$ cat src/design/vds_pkg.sv
// constants, types and register map of the vibration drive with soft release
// Overview of operation
// - Manual mode takes the intensity from the register, automatic mode from the fieldbus.
// - Damping drive is the 0-100% intensity scaled linearly onto zero to the damping maximum.
// - Damping and vertical drives are updated together from one intensity value.
// - Vertical drive is the intensity scaled linearly onto zero to the vertical maximum.
// - With ratio lock on, writing one maximum rescales the other by the same proportion.
// - Oscillation frequency is held and stepped up or down in coarse and fine steps.
// - With soft release on, a fall of the intensity to zero starts the envelope instead of cutting drive.
// - The envelope first drives the hold level for the hold time.
// - After the hold the drive ramps linearly to zero over the release time, then stays off.
// - Soft release has an enable bit and a readable active flag.
// - Enable, hold level, hold time and release time are stored and loaded with each set.
// - With general release at zero every power output, backlight included, is off.
// - In manual mode fieldbus commands are ignored.
`default_nettype none
package vds_pkg;
    localparam int ADDR_W = 8;
    localparam int DATA_W = 32;
    localparam logic [7:0] A_CTRL = 8'h00;
    localparam logic [7:0] A_MANINT = 8'h04;
    localparam logic [7:0] A_VMAX = 8'h08;
    localparam logic [7:0] A_DMAX = 8'h0C;
    localparam logic [7:0] A_FREQ = 8'h10;
    localparam logic [7:0] A_FSTEP = 8'h14;
    localparam logic [7:0] A_HOLD = 8'h18;
    localparam logic [7:0] A_HOLDT = 8'h1C;
    localparam logic [7:0] A_RELT = 8'h20;
    localparam logic [7:0] A_STAT = 8'h24;
    localparam logic [7:0] A_PSET = 8'h28;
    localparam int CB_MANUAL = 0;
    localparam int CB_REL = 1;
    localparam int CB_SREN = 2;
    localparam int CB_LOCK = 3;
    localparam int LVL_W = 10;
    localparam logic [9:0] LVL_FULL = 10'h3E8;
    localparam int FREQ_W = 14;
    localparam logic [13:0] FREQ_MIN = 14'h000A;
    localparam logic [13:0] FREQ_MAX = 14'h07D0;
    localparam logic [13:0] FREQ_RST = 14'h01AE;
    localparam logic [13:0] STEP_COARSE = 14'h000A;
    localparam logic [13:0] STEP_FINE = 14'h0001;
    localparam logic [1:0] FS_UP_C = 2'h0;
    localparam logic [1:0] FS_DN_C = 2'h1;
    localparam logic [1:0] FS_UP_F = 2'h2;
    localparam logic [1:0] FS_DN_F = 2'h3;
    localparam int MS_W = 16;
    localparam int PS_STORE = 0;
    localparam int PS_LOAD = 1;
    localparam int PS_IDX = 4;
    localparam int NSETS = 4;
    localparam int SET_W = 2;
    localparam int ST_SRACT = 16;
    localparam int ST_REL = 19;
    localparam int ST_MAN = 20;
    localparam int CLK_PERIOD_NS = 50;
    localparam int MS_NS = 1000000;
    typedef enum logic [1:0] {SR_IDLE = 2'b00, SR_HOLD = 2'b01, SR_RAMP = 2'b10} vds_sr_t;
    typedef struct packed {
        logic valid;
        logic release_;
        logic [9:0] level;
    } vds_fb_t;
    typedef struct packed {
        logic [9:0] vert;
        logic [9:0] damp;
    } vds_drv_t;
    typedef struct packed {
        logic [9:0] vmax;
        logic [9:0] dmax;
        logic [13:0] freq;
        logic srEn;
        logic [9:0] hold;
        logic [15:0] holdMs;
        logic [15:0] relMs;
    } vds_pset_t;
endpackage : vds_pkg
`default_nettype wire

$ cat src/design/vds_drive_top.sv
// vibration drive: source select, actuator scaling, frequency and soft release
//
// The register addresses and the APB slave port were left to the implementer.
`default_nettype none
module vds_drive_top import vds_pkg::*; #(
    parameter int MS_CYCLES = MS_NS / CLK_PERIOD_NS
) (
    input wire logic sys_clk,
    input wire logic reset_n,
    input wire logic psel,
    input wire logic penable,
    input wire logic pwrite,
    input wire logic [7:0] paddr,
    input wire logic [31:0] pwdata,
    output logic [31:0] prdata,
    output logic pready,
    output logic pslverr,
    input wire vds_fb_t fbCmd,
    output vds_drv_t drive,
    output logic [13:0] driveFreq,
    output logic backlightEn,
    output logic actuatorEn,
    output logic softActive
);
    function automatic logic [9:0] scale(input logic [9:0] lvl, input logic [9:0] mx);
        logic [19:0] p;
        p = lvl * mx;
        scale = 10'(p / 20'(LVL_FULL));
    endfunction : scale

    function automatic logic [9:0] ratio(input logic [9:0] a, input logic [9:0] b,
                                         input logic [9:0] c);
        logic [19:0] q;
        q = (c == 10'h000) ? 20'(a) : (a * b) / 20'(c);
        ratio = (q > 20'(LVL_FULL)) ? LVL_FULL : 10'(q);
    endfunction : ratio

    function automatic logic [9:0] clampLvl(input logic [31:0] d);
        clampLvl = (d > 32'(LVL_FULL)) ? LVL_FULL : d[9:0];
    endfunction : clampLvl

    function automatic logic isMapped(input logic [7:0] a);
        isMapped = (a <= A_PSET) && (a[1:0] == 2'h0);
    endfunction : isMapped

    logic [31:0] prdata_r;
    logic pready_r;
    logic pslverr_r;
    logic [3:0] ctrl_r;
    logic [9:0] manInt_r;
    logic [9:0] vmax_r;
    logic [9:0] dmax_r;
    logic [13:0] freq_r;
    logic [9:0] hold_r;
    logic [15:0] holdMs_r;
    logic [15:0] relMs_r;
    logic [9:0] fbLvl_r;
    logic fbRel_r;
    logic [1:0] lastSet_r;
    vds_pset_t pset_r [NSETS];
    vds_sr_t srState_r;
    logic [15:0] cnt_r;
    logic [31:0] msDiv_r;
    logic [9:0] prevLvl_r;
    logic [9:0] envLvl;
    vds_drv_t drive_r;
    logic [13:0] driveFreq_r;
    logic backlightEn_r;
    logic actuatorEn_r;
    logic softActive_r;
    logic wrEn;
    logic [9:0] wLvl;
    logic [13:0] fUp;
    logic [13:0] fDn;
    logic manual;
    logic released;
    logic [9:0] cmdLvl;
    logic [9:0] baseLvl;
    logic fallEdge;
    logic srStart;
    logic msTick;
    logic [31:0] rdMux;

    assign wrEn = psel && penable && pready_r && pwrite;
    assign wLvl = clampLvl(pwdata);
    assign manual = ctrl_r[CB_MANUAL];
    // manual takes register values, automatic takes the latched fieldbus command
    assign released = manual ? ctrl_r[CB_REL] : fbRel_r;
    assign cmdLvl = !released ? 10'h000 : (manual ? manInt_r : fbLvl_r);
    assign fallEdge = (prevLvl_r != 10'h000) && (cmdLvl == 10'h000);
    assign srStart = (srState_r == SR_IDLE) && fallEdge && released && ctrl_r[CB_SREN]
                     && (holdMs_r != 16'h0000 || relMs_r != 16'h0000);
    assign msTick = (msDiv_r == 32'(MS_CYCLES - 1));

    // apb slave: answer prepared in setup, zero wait states
    always_comb begin
        rdMux = 32'h0000_0000;
        case (paddr)
            A_CTRL: rdMux = {28'h000_0000, ctrl_r};
            A_MANINT: rdMux = {22'h00_0000, manInt_r};
            A_VMAX: rdMux = {22'h00_0000, vmax_r};
            A_DMAX: rdMux = {22'h00_0000, dmax_r};
            A_FREQ: rdMux = {18'h0_0000, freq_r};
            A_HOLD: rdMux = {22'h00_0000, hold_r};
            A_HOLDT: rdMux = {16'h0000, holdMs_r};
            A_RELT: rdMux = {16'h0000, relMs_r};
            A_STAT: begin
                rdMux[9:0] = baseLvl;
                rdMux[ST_SRACT] = softActive_r;
                rdMux[ST_SRACT+2 -: 2] = srState_r;
                rdMux[ST_REL] = released;
                rdMux[ST_MAN] = manual;
            end
            A_PSET: rdMux = {30'h0000_0000, lastSet_r};
            default: rdMux = 32'h0000_0000;
        endcase
    end

    always_ff @(posedge sys_clk) begin
        if (!reset_n) begin
            prdata_r <= 32'h0000_0000;
            pready_r <= 1'b0;
            pslverr_r <= 1'b0;
        end else begin
            pready_r <= psel && !penable;
            pslverr_r <= psel && !penable && !isMapped(paddr);
            if (psel && !penable) begin
                prdata_r <= isMapped(paddr) ? rdMux : 32'h0000_0000;
            end
        end
    end

    // frequency step sizes: fine when pwdata[1] is set, else coarse
    assign fUp = (pwdata[1] ? STEP_FINE : STEP_COARSE);
    assign fDn = (pwdata[1] ? STEP_FINE : STEP_COARSE);

    // configuration registers and parameter sets
    always_ff @(posedge sys_clk) begin
        if (!reset_n) begin
            ctrl_r <= 4'h0;
            manInt_r <= 10'h000;
            vmax_r <= LVL_FULL;
            dmax_r <= LVL_FULL;
            freq_r <= FREQ_RST;
            hold_r <= 10'h000;
            holdMs_r <= 16'h0000;
            relMs_r <= 16'h0000;
            lastSet_r <= 2'h0;
        end else if (wrEn && isMapped(paddr)) begin
            case (paddr)
                A_CTRL: ctrl_r <= pwdata[3:0];
                A_MANINT: manInt_r <= wLvl;
                A_VMAX: begin
                    vmax_r <= wLvl;
                    if (ctrl_r[CB_LOCK]) begin
                        dmax_r <= ratio(dmax_r, wLvl, vmax_r);
                    end
                end
                A_DMAX: begin
                    dmax_r <= wLvl;
                    if (ctrl_r[CB_LOCK]) begin
                        vmax_r <= ratio(vmax_r, wLvl, dmax_r);
                    end
                end
                A_FREQ: begin
                    if (pwdata[13:0] < FREQ_MIN) begin
                        freq_r <= FREQ_MIN;
                    end else if (pwdata[13:0] > FREQ_MAX || pwdata[31:14] != 18'h0_0000) begin
                        freq_r <= FREQ_MAX;
                    end else begin
                        freq_r <= pwdata[13:0];
                    end
                end
                A_FSTEP: begin
                    if (pwdata[1:0] == FS_UP_C || pwdata[1:0] == FS_UP_F) begin
                        freq_r <= (freq_r > FREQ_MAX - fUp) ? FREQ_MAX : freq_r + fUp;
                    end else begin
                        freq_r <= (freq_r < FREQ_MIN + fDn) ? FREQ_MIN : freq_r - fDn;
                    end
                end
                A_HOLD: hold_r <= wLvl;
                A_HOLDT: holdMs_r <= pwdata[15:0];
                A_RELT: relMs_r <= pwdata[15:0];
                A_PSET: begin
                    lastSet_r <= pwdata[PS_IDX +: SET_W];
                    if (pwdata[PS_LOAD]) begin
                        vmax_r <= pset_r[pwdata[PS_IDX +: SET_W]].vmax;
                        dmax_r <= pset_r[pwdata[PS_IDX +: SET_W]].dmax;
                        freq_r <= pset_r[pwdata[PS_IDX +: SET_W]].freq;
                        ctrl_r[CB_SREN] <= pset_r[pwdata[PS_IDX +: SET_W]].srEn;
                        hold_r <= pset_r[pwdata[PS_IDX +: SET_W]].hold;
                        holdMs_r <= pset_r[pwdata[PS_IDX +: SET_W]].holdMs;
                        relMs_r <= pset_r[pwdata[PS_IDX +: SET_W]].relMs;
                    end
                end
                default: ;
            endcase
        end
    end

    // stored sets start as the reset configuration
    always_ff @(posedge sys_clk) begin
        if (!reset_n) begin
            for (int i = 0; i < NSETS; i++) begin
                pset_r[i] <= '{LVL_FULL, LVL_FULL, FREQ_RST, 1'b0, 10'h000, 16'h0000, 16'h0000};
            end
        end else if (wrEn && paddr == A_PSET && pwdata[PS_STORE]) begin
            pset_r[pwdata[PS_IDX +: SET_W]] <= '{vmax_r, dmax_r, freq_r, ctrl_r[CB_SREN],
                                                hold_r, holdMs_r, relMs_r};
        end
    end

    // fieldbus latch; blocked while manual, so a later switch back resumes the last order taken before manual
    always_ff @(posedge sys_clk) begin
        if (!reset_n) begin
            fbLvl_r <= 10'h000;
            fbRel_r <= 1'b0;
        end else if (fbCmd.valid && !manual) begin
            fbLvl_r <= (fbCmd.level > LVL_FULL) ? LVL_FULL : fbCmd.level;
            fbRel_r <= fbCmd.release_;
        end
    end

    // millisecond enable, restarted per envelope so the first hold tick is whole
    always_ff @(posedge sys_clk) begin
        if (!reset_n || srState_r == SR_IDLE || msTick) begin
            msDiv_r <= 32'h0000_0000;
        end else begin
            msDiv_r <= msDiv_r + 32'h0000_0001;
        end
    end

    // soft release envelope
    always_ff @(posedge sys_clk) begin
        if (!reset_n) begin
            srState_r <= SR_IDLE;
            cnt_r <= 16'h0000;
            prevLvl_r <= 10'h000;
        end else begin
            prevLvl_r <= cmdLvl;
            case (srState_r)
                SR_IDLE: begin
                    if (fallEdge && released && ctrl_r[CB_SREN]) begin
                        if (holdMs_r != 16'h0000) begin
                            srState_r <= SR_HOLD;
                            cnt_r <= holdMs_r;
                        end else if (relMs_r != 16'h0000) begin
                            srState_r <= SR_RAMP;
                            cnt_r <= relMs_r;
                        end
                    end
                end
                SR_HOLD: begin
                    if (!released || cmdLvl != 10'h000) begin
                        srState_r <= SR_IDLE;
                    end else if (msTick && cnt_r == 16'h0001) begin
                        srState_r <= (relMs_r != 16'h0000) ? SR_RAMP : SR_IDLE;
                        cnt_r <= relMs_r;
                    end else if (msTick) begin
                        cnt_r <= cnt_r - 16'h0001;
                    end
                end
                SR_RAMP: begin
                    if (!released || cmdLvl != 10'h000) begin
                        srState_r <= SR_IDLE;
                    end else if (msTick && cnt_r == 16'h0001) begin
                        srState_r <= SR_IDLE;
                        cnt_r <= 16'h0000;
                    end else if (msTick) begin
                        cnt_r <= cnt_r - 16'h0001;
                    end
                end
                default: srState_r <= SR_IDLE;
            endcase
        end
    end

    // linear ramp from the hold level: remaining ms over the whole release time
    assign envLvl = (srState_r == SR_HOLD) ? hold_r :
                    (srState_r == SR_RAMP) ? ratio(hold_r, cnt_r[9:0], relMs_r[9:0]) :
                    10'h000;
    // start shows the hold level at once, so the fall never cuts drive for a cycle
    assign baseLvl = (srState_r != SR_IDLE && cmdLvl == 10'h000) ? envLvl :
                     (srStart ? hold_r : cmdLvl);

    // outputs: both actuator groups from one base level in the same cycle
    always_ff @(posedge sys_clk) begin
        if (!reset_n) begin
            drive_r <= '0;
            driveFreq_r <= FREQ_RST;
            backlightEn_r <= 1'b0;
            actuatorEn_r <= 1'b0;
            softActive_r <= 1'b0;
        end else begin
            drive_r.vert <= released ? scale(baseLvl, vmax_r) : 10'h000;
            drive_r.damp <= released ? scale(baseLvl, dmax_r) : 10'h000;
            driveFreq_r <= freq_r;
            backlightEn_r <= released;
            actuatorEn_r <= released;
            softActive_r <= ctrl_r[CB_SREN];
        end
    end

    assign prdata = prdata_r;
    assign pready = pready_r;
    assign pslverr = pslverr_r;
    assign drive = drive_r;
    assign driveFreq = driveFreq_r;
    assign backlightEn = backlightEn_r;
    assign actuatorEn = actuatorEn_r;
    assign softActive = softActive_r;
endmodule : vds_drive_top
`default_nettype wire

$ cat config.mk
export PLATFORM = sky130hd
export DESIGN_NAME = vds_drive_top
export DESIGN_NICKNAME = d
export VERILOG_FILES = /design/src/design/vds_pkg.sv /design/src/design/vds_drive_top.sv
export SDC_FILE = /design/constraint.sdc
export NUM_CORES = 2
export LEC_CHECK = 0
export ABC_AREA = 0
export BUFFER_PORTS_ARGS = -buffer_cell sky130_fd_sc_hd__buf_2
export CORE_UTILIZATION = 45
export DETAILED_ROUTE_END_ITERATION = 12
export GPL_TIMING_DRIVEN = 0
export SYNTH_ARGS = -nofsm -noshare
export SYNTH_HDL_FRONTEND = slang
export SYNTH_SLANG_ARGS = --single-unit
$ cat constraint.sdc
create_clock -name sys_clk -period 209.7 [get_ports sys_clk]
set_input_delay 41.94 -clock sys_clk [delete_from_list [all_inputs] [get_ports sys_clk]]
set_output_delay 41.94 -clock sys_clk [all_outputs]
set_load 0.01 [all_outputs]
==> qor.csv <==
metric;value;unit
status;finished clean;
critical path's slowest cell;a2111oi_4;
Setup Viol. Count Final;0;
post-synthesis sequential area ratio;0.191;
width of the die;401;µm
Post-Synthesis Cells;8765;
Clk pin slew, worst setup/hold paths;0.07;ns
Worst setup SP type;input pin;
via count;68700;
effective utilization at floorplan;0.455;
Max Cap Viol;0;
Worst EP arrival;107.15;ns
post-route cell area;77100;µm²
final hold vios;0;
Clock Latency Late Sink;0.72;ns
synth warn;0;
Slew Limit Headroom;0.0247;
Layout Nets;10100;
r2r setup slk;135.59;ns
r2r worst-path depth;293;
Max Root-Sink Buffers;3;
Setup crit start;pwdata[2];
Setup crit end kind;flop;
initial antenna violation count;11;
first-pass GRT wire length;376000;µm
placed cell area;75000;µm²
CTS buffer count;58;
post-route minimum period;106.52;ns
TritonCTS clock tree;done;
Max Fanout on Critical Path;10;
Post-CTS Setup Inserts;0;
die height;401;µm
Slew Limit Fails;0;
port buffer count;114;
Worst Hold Slack;0.456;ns
TNS Setup;0;ns
CTS resizes;0;
synth unique cells;132;
DRC Markers;0;
core area;157000;µm²
post-route clock period utilization;0.508;
most frequent cells in the layout;nand2_1 (947), nor2_1 (890), ha_1 (760), inv_1 (567), a21oi_1 (411);
fillers;15500;
area growth from synthesis to layout;7.76;%
die area;161000;µm²
Reg-to-Reg End;drive[10]$_SDFF_PN0_;
total wire length;245000;µm
fmax;9.39;MHz
worst hold path depth;2;
Worst Tran Pin Value;1.46;ns
number of DRC markers in iteration 0;6577;
RSZ-0062 raised after global routing;false;
vias in the first global route;65400;
gr usage total;0.295;
critical setup path kind;input pin to flop;
ANT nets after route;0;
root buf cell;clkbuf_16;
Synth Register Bits;530;
largest net degree at the start of global routing;48;
clk_skew;0.0876;ns
H-tree Lvls;2;
Critical Path RT;210.33;ns
Hold Buf Count CTS;0;
Post-DP HPWL;191000;µm
commonest non-fill, non-tap cell in the layout;nand2_1;
crit-path most repeated cell;o21a_1;
row count;145;
HP Class;flop to flop;
Mapped Area;71600;µm²
clock sink count;530;
Post-Syn Area per Cell;8.16;µm²
async set or reset register ratio after synthesis;0;
utilization after layout;0.491;
Setup crit end;dmax_r[4]$_SDFFE_PN0P_;
layout cells sized above 1;0.0728;
Pre-antenna DRT Iters;9;
Synth Flop Type;edfxtp_1;
slowest cell delay on critical path;0.88;ns
vias per std cell;6.20;
Reg2Reg Launch Point;hold_r[0]$_SDFFE_PN0P_;
io pins;128;
EDFF count, synth;308;
Routability Congestion;0.985;
GR Overflow Total;0;
DR WL/cell;22.2;µm
==> registers in the layout, indices dropped and copies added, names as in the netlist, 14 cells and up <==
| name | flops |
|---|---|
| freq_r | 14 |
| relMs_r | 16 |
| pset_r | 308 |
| msDiv_r | 32 |
| holdMs_r | 16 |
| cnt_r | 16 |
| drive | 20 |
| prdata | 21 |
| driveFreq | 14 |
==> worst min path at each step <==
stage,startpoint,to,slack (ns)
final,fbLvl_r[4]$_SDFFE_PN0P_,fbLvl_r[4]$_SDFFE_PN0P_,0.46
after global routing,fbLvl_r[5]$_SDFFE_PN0P_,fbLvl_r[5]$_SDFFE_PN0P_,0.48
after CTS,fbLvl_r[4]$_SDFFE_PN0P_,fbLvl_r[4]$_SDFFE_PN0P_,0.46
after detailed placement,fbLvl_r[4]$_SDFFE_PN0P_,fbLvl_r[4]$_SDFFE_PN0P_,0.45
after global placement,fbLvl_r[4]$_SDFFE_PN0P_,fbLvl_r[4]$_SDFFE_PN0P_,0.44
after floorplan,msDiv_r[0]$_SDFF_PP0_,msDiv_r[0]$_SDFF_PP0_,0.43
==> final cells by class <==
class / instances / area, µm² / area share
clock buffers: 70 / 1550 / 0.0201
repair buffers: 125 / 828 / 0.0107
clock inverters: 40 / 492 / 0.00638
inverters: 578 / 2170 / 0.0281
flip-flops and latches: 530 / 13700 / 0.178
multi-input cells: 7253 / 54100 / 0.702
diodes: 6 / 15.0 / 0.000195
well taps: 2058 / 2570 / 0.0334
plain buffers: 414 / 1670 / 0.0216
==> cell families after synthesis <==
| family | after synthesis | share of synthesized area |
|---|---|---|
| buffers and inverters | 992 | 0.0536 |
| multiplexers | 274 | 0.0539 |
| AO/OA/AOI/OAI | 2198 | 0.216 |
| XOR/XNOR | 278 | 0.0342 |
| flip-flops | 530 | 0.191 |
| adder cells (fa/ha/maj) | 1084 | 0.222 |
| AND/OR/NAND/NOR | 3408 | 0.229 |
| other | 1 | 0.0000524 |
==> metal layers <==
metal  wire (µm)  GRT usage
met5          36          0
met4        9630      0.103
met3       20500     0.0502
met2      112000      0.486
met1      104000      0.389
==> worst max-delay path, delay by kind of cell <==
kind / cells / cell delay, ns
xor gates and xnor gates: 1 / 0.16
adders and majority gates: 26 / 8.85
AOI/OAI and AO/OA: 158 / 35.35
buffers and inverters: 23 / 7.09
muxes: 5 / 1.86
and+or+nand+nor: 60 / 11.77
==> cells in the mapped netlist (77+ instances only) <==
| cell | number | area [µm²] |
|---|---|---|
| fa_1 | 313 | 6270 |
| and2_1 | 232 | 1450 |
| and3_1 | 147 | 920 |
| ha_1 | 760 | 9510 |
| edfxtp_1 | 308 | 9250 |
| clkbuf_1 | 334 | 1250 |
| dfxtp_1 | 222 | 4440 |
| nor2_1 | 890 | 3340 |
| nor3_1 | 412 | 2060 |
| o21a_1 | 342 | 2570 |
| nand2_1 | 949 | 3560 |
| a31oi_1 | 88 | 551 |
| o31ai_1 | 111 | 833 |
| mux4_2 | 77 | 1730 |
| a21o_1 | 131 | 983 |
| mux2i_1 | 85 | 851 |
| o21ai_0 | 350 | 1750 |
| mux2_2 | 108 | 1220 |
| nand2b_1 | 91 | 569 |
| inv_1 | 568 | 2130 |
| xor2_1 | 112 | 981 |
| nand3_1 | 196 | 981 |
| a21oi_1 | 411 | 2060 |
| xnor2_1 | 164 | 1440 |
| or3_1 | 81 | 507 |
==> per-stage QoR <==
stage	cells	worst slack, ns
global placement	10900	104.51
global route	11100	98.18
floorplan	8775	114.71
detailed placement	11000	103.67
finish	11100	103.18
CTS	11100	104.06
Power is not shown: default switching activity piles up to over one toggle a cycle in this logic, so the estimate is an artifact.
